### src/inc/cfq_defines.svh
`ifndef CFQ_DEFINES_SVH
`define CFQ_DEFINES_SVH
// Channel count: channel 0 is the transmit queue, 1..7 the FIFOs
`define CFQ_NCH 8
// Register select, reg_addr[1:0]; channel is reg_addr[4:2]
`define CFQ_OFS_CONH 2'h0
`define CFQ_OFS_CONL 2'h1
`define CFQ_OFS_STA 2'h2
// Control high fields (lsb)
`define CFQ_F_PLS 13
`define CFQ_F_DEP 8
`define CFQ_F_RTY 5
`define CFQ_F_PRI 0
// Control low bits
`define CFQ_B_CLR 10
`define CFQ_B_SEND 9
`define CFQ_B_ADV 8
`define CFQ_B_DIR 7
// Status bits; bits 4..0 share positions with the enables
`define CFQ_B_ABT 7
`define CFQ_B_ARB 6
`define CFQ_B_ERR 5
`define CFQ_B_EXH 4
`define CFQ_B_OVF 3
// Reset values
`define CFQ_RST_PLS 3'h0
`define CFQ_RST_DEP 5'h00
`define CFQ_RST_RTY 2'h3
`define CFQ_RST_PRI 5'h00
`define CFQ_RST_CLR_Q 1'b0
`define CFQ_RST_CLR_F 1'b1
// Writable enables: queue has only bits 4, 2, 0
`define CFQ_IE_MASK_Q 7'h15
`define CFQ_IE_MASK_F 7'h7f
// Configuration mode code
`define CFQ_MODE_CFG 3'h4
// Retry codes
`define CFQ_RTY_NONE 2'h0
`define CFQ_RTY_THREE 2'h1
`define CFQ_FAIL_THREE 2'h2
// Payload bytes per size code
`define CFQ_PL0 7'h08
`define CFQ_PL1 7'h0c
`define CFQ_PL2 7'h10
`define CFQ_PL3 7'h14
`define CFQ_PL4 7'h18
`define CFQ_PL5 7'h20
`define CFQ_PL6 7'h30
`define CFQ_PL7 7'h40
`endif

### src/inc/cfq_pkg.sv
`include "cfq_defines.svh"
package cfq_pkg;
  typedef logic [15:0] cfq_word_t;
  typedef enum logic [1:0] {
    CFQ_R_CONH = `CFQ_OFS_CONH,
    CFQ_R_CONL = `CFQ_OFS_CONL,
    CFQ_R_STA = `CFQ_OFS_STA
  } cfq_reg_t;
  function automatic logic [6:0] cfq_payload_bytes(input logic [2:0] sel);
    logic [6:0] b;
    b = `CFQ_PL0;
    case (sel)
      3'h1: b = `CFQ_PL1;
      3'h2: b = `CFQ_PL2;
      3'h3: b = `CFQ_PL3;
      3'h4: b = `CFQ_PL4;
      3'h5: b = `CFQ_PL5;
      3'h6: b = `CFQ_PL6;
      3'h7: b = `CFQ_PL7;
      default: b = `CFQ_PL0;
    endcase
    return b;
  endfunction : cfq_payload_bytes
endpackage : cfq_pkg

### src/design/cfq_ptr.sv
`timescale 1ns/100ps
// Head, tail and occupancy of one message ring
module cfq_ptr (
  input wire logic sys_clk,
  input wire logic sys_rst,
  input wire logic clear,
  input wire logic [4:0] depth_sel,
  input wire logic push,
  input wire logic pop,
  output logic [4:0] head_q,
  output logic [4:0] tail_q,
  output logic [5:0] count_q,
  output logic empty,
  output logic full
);
  wire logic [5:0] depth = {1'b0, depth_sel} + 6'h01;
  wire logic do_push = push & ~full;
  wire logic do_pop = pop & ~empty;
  wire logic [4:0] head_inc = (head_q == depth_sel) ? 5'h00 : head_q + 5'h01;
  wire logic [4:0] tail_inc = (tail_q == depth_sel) ? 5'h00 : tail_q + 5'h01;

  assign empty = (count_q == 6'h00);
  assign full = (count_q >= depth);

  always_ff @(posedge sys_clk) begin
    if (sys_rst || clear) begin
      head_q <= 5'h00;
      tail_q <= 5'h00;
      count_q <= 6'h00;
    end else begin
      if (do_push) head_q <= head_inc;
      if (do_pop) tail_q <= tail_inc;
      if (do_push && !do_pop) count_q <= count_q + 6'h01;
      else if (do_pop && !do_push) count_q <= count_q - 6'h01;
    end
  end
endmodule : cfq_ptr

### src/design/cfq_pick.sv
`timescale 1ns/100ps
// Highest priority pending channel; ties go to the lower channel
module cfq_pick (
  input wire logic [7:0] pend,
  input wire logic [39:0] pri,
  output logic valid,
  output logic [2:0] chan
);
  logic [4:0] best;
  always_comb begin
    valid = 1'b0;
    chan = 3'h0;
    best = 5'h00;
    for (int i = 0; i < 8; i++) begin
      if (pend[i] && (!valid || pri[i*5 +: 5] > best)) begin
        valid = 1'b1;
        chan = 3'(i);
        best = pri[i*5 +: 5];
      end
    end
  end
endmodule : cfq_pick

### src/design/cfq_ctrl.sv
// The plain strobed port and the register offsets were chosen for this implementation.
`timescale 1ns/100ps
`include "cfq_defines.svh"
// How it works
// - Clear request resets ring, then self-clears
// - Send request starts; clears when ring drained
// - Writing zero over set send requests abort
// - Receive rings ignore send request writes
// - Transmit advance moves head by one
// - Receive advance moves tail by one
// - Direction bit picks transmit/receive; queue fixed
// - Remote request sets send when enabled
// - Timestamp capture pulses only when enabled
// - Size code maps to 8..64 payload bytes
// - Depth is depth field plus one
// - Retry field limits attempts under global enable
// - Higher priority field transmits first
// - Size and depth writable only in configuration
// - Index shows next message slot
// - Aborted bit: one aborted, zero completed
// - Lost arbitration and bus error reported
// - Aborted bit changes only at end, reset or clear request
// - Exhausted flag sticky until software clears
// - Empty and not-full flags reset to one
// - Overflow enable gates overflow interrupt
module cfq_ctrl
  import cfq_pkg::*;
(
  input wire logic sys_clk,
  input wire logic sys_rst,
  input wire logic [4:0] reg_addr,
  input wire logic [15:0] reg_wdata,
  input wire logic reg_wr,
  input wire logic reg_rd,
  output logic [15:0] reg_rdata,
  input wire logic [2:0] operating_mode_sel,
  input wire logic retry_limit_enable,
  input wire logic [7:0] eng_tx_done,
  input wire logic [7:0] eng_abort_done,
  input wire logic [7:0] eng_attempt_fail,
  input wire logic [7:0] eng_lost_arb,
  input wire logic [7:0] eng_bus_err,
  input wire logic [7:0] eng_rx_store,
  input wire logic [7:0] eng_rx_rtr,
  output logic tx_valid,
  output logic [2:0] tx_chan,
  output logic [4:0] tx_index,
  output logic [6:0] tx_payload_bytes,
  output logic [7:0] abort_req,
  output logic [7:0] rx_ts_capture,
  output logic irq
);
  wire cfq_reg_t reg_sel = cfq_reg_t'(reg_addr[1:0]);
  wire logic cfg_mode = (operating_mode_sel == `CFQ_MODE_CFG);

  cfq_word_t conh_w [8];
  cfq_word_t conl_w [8];
  cfq_word_t sta_w [8];
  wire logic [4:0] idx_w [8];
  wire logic [2:0] pls_w [8];
  wire logic [7:0] pend_w;
  wire logic [7:0] irq_w;
  wire logic [7:0] ts_w;
  wire logic [39:0] pri_w;

  for (genvar g = 0; g < `CFQ_NCH; g++) begin : g_ch
    localparam logic IS_Q = (g == 0);
    localparam logic [6:0] IE_MASK = IS_Q ? `CFQ_IE_MASK_Q : `CFQ_IE_MASK_F;

    logic [2:0] pls_q;
    logic [4:0] dep_q;
    logic [1:0] rty_q;
    logic [4:0] pri_q;
    logic clr_q;
    logic send_q;
    logic abort_q;
    logic dir_q;
    logic [6:0] ie_q;
    logic abt_q;
    logic arb_q;
    logic err_q;
    logic arb_seen_q;
    logic err_seen_q;
    logic exh_q;
    logic ovf_q;
    logic ts_q;
    logic [1:0] fail_q;
    logic [4:0] head;
    logic [4:0] tail;
    logic [5:0] count;
    logic empty;
    logic full;

    wire logic hit = (reg_addr[4:2] == 3'(g));
    wire logic wr_h = reg_wr & hit & (reg_sel == CFQ_R_CONH);
    wire logic wr_l = reg_wr & hit & (reg_sel == CFQ_R_CONL);
    wire logic wr_s = reg_wr & hit & (reg_sel == CFQ_R_STA);

    wire logic is_tx = IS_Q | dir_q;

    wire logic done = eng_tx_done[g] & is_tx;
    wire logic abd = eng_abort_done[g] & is_tx;
    wire logic fail = eng_attempt_fail[g] & is_tx;
    wire logic rty_end = (rty_q == `CFQ_RTY_NONE) |
                         ((rty_q == `CFQ_RTY_THREE) & (fail_q == `CFQ_FAIL_THREE));
    wire logic exhaust = fail & retry_limit_enable & rty_end;
    wire logic finish = done | abd | exhaust;
    wire logic drained = done & (count == 6'h01);

    wire logic adv = wr_l & reg_wdata[`CFQ_B_ADV];
    wire logic push = is_tx ? adv : (eng_rx_store[g] & ~clr_q);
    wire logic pop = is_tx ? done : adv;

    wire logic rtr_hit = ~IS_Q & is_tx & ie_q[6] & eng_rx_rtr[g];
    wire logic send_set = (wr_l & reg_wdata[`CFQ_B_SEND] & is_tx) | rtr_hit;
    wire logic send_clr = drained | abd | exhaust | clr_q;
    wire logic abort_set = wr_l & ~reg_wdata[`CFQ_B_SEND] & send_q & is_tx;
    wire logic ovf_set = ~IS_Q & ~is_tx & eng_rx_store[g] & full;

    wire logic [5:0] depth = {1'b0, dep_q} + 6'h01;
    wire logic [6:0] cnt2 = {count, 1'b0};
    wire logic half = is_tx ? (cnt2 <= {1'b0, depth}) : (cnt2 >= {1'b0, depth});
    wire logic [4:0] flags = {exh_q, ovf_q & ~is_tx,
                              is_tx ? empty : full,
                              ~IS_Q & half,
                              is_tx ? ~full : ~empty};

    cfq_ptr u_ptr (
      .sys_clk(sys_clk),
      .sys_rst(sys_rst),
      .clear(clr_q),
      .depth_sel(dep_q),
      .push(push),
      .pop(pop),
      .head_q(head),
      .tail_q(tail),
      .count_q(count),
      .empty(empty),
      .full(full)
    );

    // Configuration fields
    always_ff @(posedge sys_clk) begin
      if (sys_rst) begin
        pls_q <= `CFQ_RST_PLS;
        dep_q <= `CFQ_RST_DEP;
        rty_q <= `CFQ_RST_RTY;
        pri_q <= `CFQ_RST_PRI;
      end else if (wr_h) begin
        if (cfg_mode) begin
          pls_q <= reg_wdata[`CFQ_F_PLS +: 3];
          dep_q <= reg_wdata[`CFQ_F_DEP +: 5];
        end
        rty_q <= reg_wdata[`CFQ_F_RTY +: 2];
        pri_q <= reg_wdata[`CFQ_F_PRI +: 5];
      end
    end

    // Enables and direction
    always_ff @(posedge sys_clk) begin
      if (sys_rst) begin
        ie_q <= 7'h00;
        dir_q <= 1'b0;
      end else if (wr_l) begin
        ie_q <= reg_wdata[6:0] & IE_MASK;
        if (!IS_Q) dir_q <= reg_wdata[`CFQ_B_DIR];
      end
    end

    // Clear request holds one cycle while the ring resets
    always_ff @(posedge sys_clk) begin
      if (sys_rst) clr_q <= IS_Q ? `CFQ_RST_CLR_Q : `CFQ_RST_CLR_F;
      else clr_q <= wr_l & reg_wdata[`CFQ_B_CLR];
    end

    // Send and abort requests; a set wins over a clear
    always_ff @(posedge sys_clk) begin
      if (sys_rst) begin
        send_q <= 1'b0;
        abort_q <= 1'b0;
      end else begin
        send_q <= send_set | (send_q & ~send_clr);
        abort_q <= abort_set | (abort_q & ~(finish | clr_q));
      end
    end

    // Completion status
    always_ff @(posedge sys_clk) begin
      if (sys_rst || clr_q) begin
        abt_q <= 1'b0;
        arb_q <= 1'b0;
        err_q <= 1'b0;
        arb_seen_q <= 1'b0;
        err_seen_q <= 1'b0;
        fail_q <= 2'h0;
      end else if (finish) begin
        abt_q <= abd | exhaust;
        arb_q <= arb_seen_q | eng_lost_arb[g];
        err_q <= err_seen_q | eng_bus_err[g];
        arb_seen_q <= 1'b0;
        err_seen_q <= 1'b0;
        fail_q <= 2'h0;
      end else begin
        arb_seen_q <= arb_seen_q | (eng_lost_arb[g] & is_tx);
        err_seen_q <= err_seen_q | (eng_bus_err[g] & is_tx);
        if (fail) fail_q <= fail_q + 2'h1;
      end
    end

    // Sticky flags: write zero clears, event set wins
    always_ff @(posedge sys_clk) begin
      if (sys_rst) begin
        exh_q <= 1'b0;
        ovf_q <= 1'b0;
      end else begin
        exh_q <= exhaust | (exh_q & ~(wr_s & ~reg_wdata[`CFQ_B_EXH]));
        ovf_q <= ovf_set | (ovf_q & ~(wr_s & ~reg_wdata[`CFQ_B_OVF]));
      end
    end

    // Timestamp capture pulse
    always_ff @(posedge sys_clk) begin
      if (sys_rst) ts_q <= 1'b0;
      else ts_q <= push & ~is_tx & ~full & ie_q[5];
    end

    assign conh_w[g] = {pls_q, dep_q, 1'b0, rty_q, pri_q};
    assign conl_w[g] = {5'h00, clr_q, send_q, 1'b0, is_tx, ie_q};
    assign idx_w[g] = is_tx ? tail : head;
    assign sta_w[g] = {3'h0, idx_w[g], abt_q, arb_q, err_q, flags};
    assign pls_w[g] = pls_q;
    assign pend_w[g] = send_q & is_tx & ~empty & ~abort_q & ~clr_q;
    assign pri_w[g*5 +: 5] = pri_q;
    assign irq_w[g] = |(flags & ie_q[4:0]);
    assign ts_w[g] = ts_q;
    assign abort_req[g] = abort_q;
  end

  wire logic pick_valid;
  wire logic [2:0] pick_chan;

  cfq_pick u_pick (
    .pend(pend_w),
    .pri(pri_w),
    .valid(pick_valid),
    .chan(pick_chan)
  );

  // Register read path
  wire logic [2:0] rd_ch = reg_addr[4:2];
  wire cfq_word_t rd_word = (reg_sel == CFQ_R_CONH) ? conh_w[rd_ch] :
                            (reg_sel == CFQ_R_CONL) ? conl_w[rd_ch] :
                            (reg_sel == CFQ_R_STA) ? sta_w[rd_ch] : 16'h0000;

  always_ff @(posedge sys_clk) begin
    if (sys_rst) reg_rdata <= 16'h0000;
    else reg_rdata <= reg_rd ? rd_word : 16'h0000;
  end

  // Next transmission toward the protocol engine
  always_ff @(posedge sys_clk) begin
    if (sys_rst) begin
      tx_valid <= 1'b0;
      tx_chan <= 3'h0;
      tx_index <= 5'h00;
      tx_payload_bytes <= `CFQ_PL0;
    end else begin
      tx_valid <= pick_valid;
      tx_chan <= pick_chan;
      tx_index <= idx_w[pick_chan];
      tx_payload_bytes <= cfq_payload_bytes(pls_w[pick_chan]);
    end
  end

  always_ff @(posedge sys_clk) begin
    if (sys_rst) begin
      irq <= 1'b0;
      rx_ts_capture <= 8'h00;
    end else begin
      irq <= |irq_w;
      rx_ts_capture <= ts_w;
    end
  end
endmodule : cfq_ctrl

### config.mk
export PLATFORM = sky130hd
export DESIGN_NAME = cfq_ctrl
export DESIGN_NICKNAME = d
export VERILOG_FILES = /design/src/inc/cfq_pkg.sv /design/src/design/cfq_ptr.sv /design/src/design/cfq_pick.sv /design/src/design/cfq_ctrl.sv
export VERILOG_INCLUDE_DIRS = /design/src /design/src/inc
export SDC_FILE = /design/constraint.sdc
export NUM_CORES = 1
export LEC_CHECK = 0
export ABC_AREA = 0
export BUFFER_PORTS_ARGS = -buffer_cell sky130_fd_sc_hd__clkbuf_2
export CORE_MARGIN = 2
export CORE_UTILIZATION = 50
export DETAILED_ROUTE_END_ITERATION = 10
export GPL_TIMING_DRIVEN = 1
export PLACE_DENSITY = 0.77
export SETUP_SLACK_MARGIN = 0.3
export SYNTH_ARGS = -nofsm -noshare
export SYNTH_HDL_FRONTEND = slang
export SYNTH_SLANG_ARGS = --single-unit
### constraint.sdc
create_clock -name sys_clk -period 25.9 [get_ports sys_clk]
set_clock_uncertainty 0.1 [all_clocks]
set_input_delay 0 -clock sys_clk [delete_from_list [all_inputs] [get_ports sys_clk]]
set_output_delay 0 -clock sys_clk [all_outputs]
set_load 0.02 [all_outputs]
==> reports/results.txt <==
Post-detailed-route DRC marker count -> 0
Clock tree from TritonCTS -> done
Via count of the first global-routing pass -> 22630
Setup tns final -> 0 ps
Post-CTS Setup Repair Bufs -> 0
Final hold vios -> 0
Critical path class -> register to register
Die height -> 233.4 um
Global-route wire length before repair -> 127500 um
TritonRoute pass-1 iters -> 6
Crit path DAT -> 14280 ps
Vias after detailed routing -> 24130
Power Total -> 1.709 mW
Run status -> completed
CTS buffer count -> 48
Biggest fanout along the worst timing path -> 15
Total Routing Usage GR -> 30.14%
Worst vdd rail ir drop -> 0.03962 mV
Required arrival time at the worst endpoint -> 26330 ps
Static power due to leakage -> 11.60 nW
PD cells -> 57.03 mW/mm^2
Internal power -> 1.235 mW
Area after detailed placement -> 0.02725 sq mm
Startpoint types -> register
Share of layout cells above drive strength 1 -> 11.78%
Max-capacitance violation count -> 0
Critical Path Slowest Stage Cell -> or3b_1
Kind of capture point of the worst setup path -> register
Synth warn -> 0
Iter 0 DRT Violations -> 2665
Worst path max stage delay -> 690 ps
Area enclosed by the die boundary -> 0.05446 sq mm
Yosys cell types -> 89
Sequential fraction of the synthesis area -> 33.64%
Input/output buffers -> 128
Top Ports -> 134
Clock-pin slew on the worst setup and hold paths -> 60 ps
Sw frac -> 27.73%
Fill cells -> 4506
Gr ovfl total -> 0
Final wirelength -> 82990 um
Clock net sink count -> 442
DR WL/cell -> 21.11 um
Setup repair after global routing missed its margin -> no
Maximum operating frequency -> 72.25 MHz
Share of the clock period used by the worst path after layout -> 53.44%
HP Class -> input port to register
Clock root buffer -> clkbuf_16
H-tree depth reported by CTS -> 2
Number of antenna violations at the first check in global routing -> 6
Remaining antenna violation count after routing -> 0
Area growth from synthesis to layout -> 13.91%
Routability cong. -> 0.9715
Sequential fraction of design power -> 41.9%
Portion of total power attributed to the clock network -> 42.8%
Max Transition Viols Final -> 0
Post-route worst hold slack -> 36.63 ps
Cell row count -> 84
Count of flip-flops with a built-in enable after synthesis -> 0
Final critical delay including setup and external delays -> 13840 ps
Fraction of the core area covered by cells at the end of the flow -> 57.36%
Largest area contributor in the netlist -> dfxtp_1
Switching power total -> 0.4737 mW
Logic pwr share -> 15.2%
Final standard cell area without fillers -> 0.02996 sq mm
Mean post-synth cell area -> 8.532 sq um
Post-synth design cell area -> 0.02630 sq mm
Share of Yosys cell area claimed by the top area cell type -> 33.64%
Die outline width -> 233.4 um
Top cells by area in the synthesized netlist -> dfxtp_1, ha_1, nand2_1
Longest Clk Path Bufs -> 3
Worst r2r path cells -> 51
Worst-Skew Late Latency -> 610 ps
Synth Instances -> 3083
Relative slew margins -> 26.01%
Worst path most repeated cell -> ha_1
Flops & latches, synth -> 442
Largest net degree at the start of global routing -> 102
Detailed-placement wirelength estimate -> 58740 um
Starting density of the core -> 50.35%
Via density per instance -> 6.136
Ys flop type -> dfxtp_1
Transition time of the tightest slew-check pin -> 1106 ps
CORE AREA -> 0.05224 sq mm
Finish-stage setup viols -> 0
WHS Path Cells -> 5
# nets final -> 3470
Async set-or-reset flop fraction in the synthesized netlist -> 0%
## logic make-up after synthesis
| logic type | Yosys count | share of synthesized area (%) |
|---|---|---|
| AOI/OAI and AO/OA | 600 | 14.65 |
| xor gates and xnor gates | 213 | 7.093 |
| adders and majority gates | 181 | 8.610 |
| buffers and inverters | 302 | 4.633 |
| DFF | 442 | 33.64 |
| muxes | 223 | 11.73 |
| other | 1 | 0.01426 |
| and+or+nand+nor | 1121 | 19.63 |
## Yosys cell counts (all sizes together), types with 12 or more instances
master  count
clkbuf    152
a21boi     14
dfxtp     442
a211oi     37
xnor2      89
o21a       12
and2       13
nor3b      21
nor2      324
mux2i     127
o211ai     23
nand3     120
ha        181
mux2       31
buf        42
inv       108
nand2     408
a21oi     271
xor2      124
mux4       65
nor3       40
nand2b     17
o21ai      90
o22ai      16
a21o       44
and3       20
nand4      62
or3        15
nor2b      31
## power groups by stage
stage	Combinational, mW	Clock (mW)	Sequential [mW]
after floorplan	0.173	0	0.726
after global placement	0.238	0	0.730
after detailed placement	0.241	0	0.731
after CTS	0.253	0.737	0.716
after global routing	0.283	0.764	0.719
final	0.260	0.732	0.716
## stage by stage
stage | cells | setup slack [ps]
finish | 3932 | 12060
global route | 3931 | 11020
CTS | 3930 | 12210
detailed placement | 3738 | 12270
global placement | 3738 | 12400
floorplan | 3085 | 14240
## cell type report
class                           instances  area [sq um]  share of cell area (%)
Antenna cell                            2         5.005                 0.01670
Clock buffer                           74          1460                   4.873
Clock inverter                         14         206.4                  0.6891
Inverter                              108         405.4                   1.353
Multi-Input combinational cell       2341         16250                   54.23
Sequential cell                       442          8848                   29.53
Tap cell                              688         860.8                   2.873
Timing Repair Buffer                  263          1926                   6.427
## cells in the final DEF, fill, tap and decap left out, types with 19 or more instances in the layout
master | Yosys | final
inv_1 | 107 | 107
ha_1 | 181 | 181
nor3b_1 | 20 | 19
nor2b_1 | 31 | 31
dlygate4sd3_1 | 0 | 104
mux2_2 | 31 | 31
o21ai_0 | 84 | 84
dfxtp_1 | 442 | 442
clkbuf_2 | 0 | 125
nand4_1 | 62 | 62
xnor2_1 | 89 | 89
nor3_1 | 39 | 39
buf_4 | 17 | 33
nand2_1 | 408 | 408
and3_1 | 20 | 20
nand3_1 | 120 | 120
o211ai_1 | 23 | 23
nor2_1 | 324 | 324
a21oi_1 | 271 | 271
a21o_1 | 44 | 44
a211oi_1 | 35 | 35
mux4_2 | 65 | 65
clkbuf_16 | 0 | 49
mux2i_1 | 127 | 127
xor2_1 | 124 | 124
## state kept, by name, indices dropped and copies added (netlist names), 8 cells and up
name                cells
g_ch.err_seen_q         8
g_ch.rty_q             16
g_ch.err_q              8
g_ch.pls_q             24
g_ch.u_ptr.tail_q      40
g_ch.dep_q             40
g_ch.u_ptr.count_q     48
g_ch.abort_q            8
g_ch.u_ptr.head_q      35
g_ch.ie_q              52
reg_rdata              16
g_ch.abt_q              8
g_ch.pri_q             40
g_ch.clr_q              8
g_ch.send_q             8
g_ch.arb_seen_q         8
g_ch.fail_q            16
g_ch.arb_q              8
g_ch.exh_q              8
## layer usage
layer,wire (um),track usage (%)
met1,32600,38.72
met2,36270,46.39
met3,8539,6.494
met4,5516,18.09
met5,63,0
## worst paths after layout
path | endpoint | slack [ps] | startpoint
setup reg to reg | tx_payload_bytes[5] | 12060 | g_ch[0].send_q
hold / removal | g_ch[4].pls_q[2] | 40 | operating_mode_sel[1]
hold reg to reg | rx_ts_capture[3] | 340 | g_ch[3].ts_q
setup / recovery | tx_payload_bytes[5] | 12060 | g_ch[0].send_q
## critical path, delay by kind of cell, from the launching register on
| family | cells | cell delay [ps] |
|---|---|---|
| AOI/OAI and AO/OA | 26 | 6120 |
| and+or+nand+nor | 10 | 2990 |
| muxes | 6 | 2030 |
| adders and majority gates | 7 | 1950 |
| DFF | 1 | 430 |
| buffers and inverters | 2 | 140 |
## repair_timing
item | 4_1_cts | 5_1_grt
hold buffers | 104 | 0
hold endpoints to repair | 297 | 0
resized for setup | 0 | 0
No activity file was read; power rests on OpenSTA's default activity.
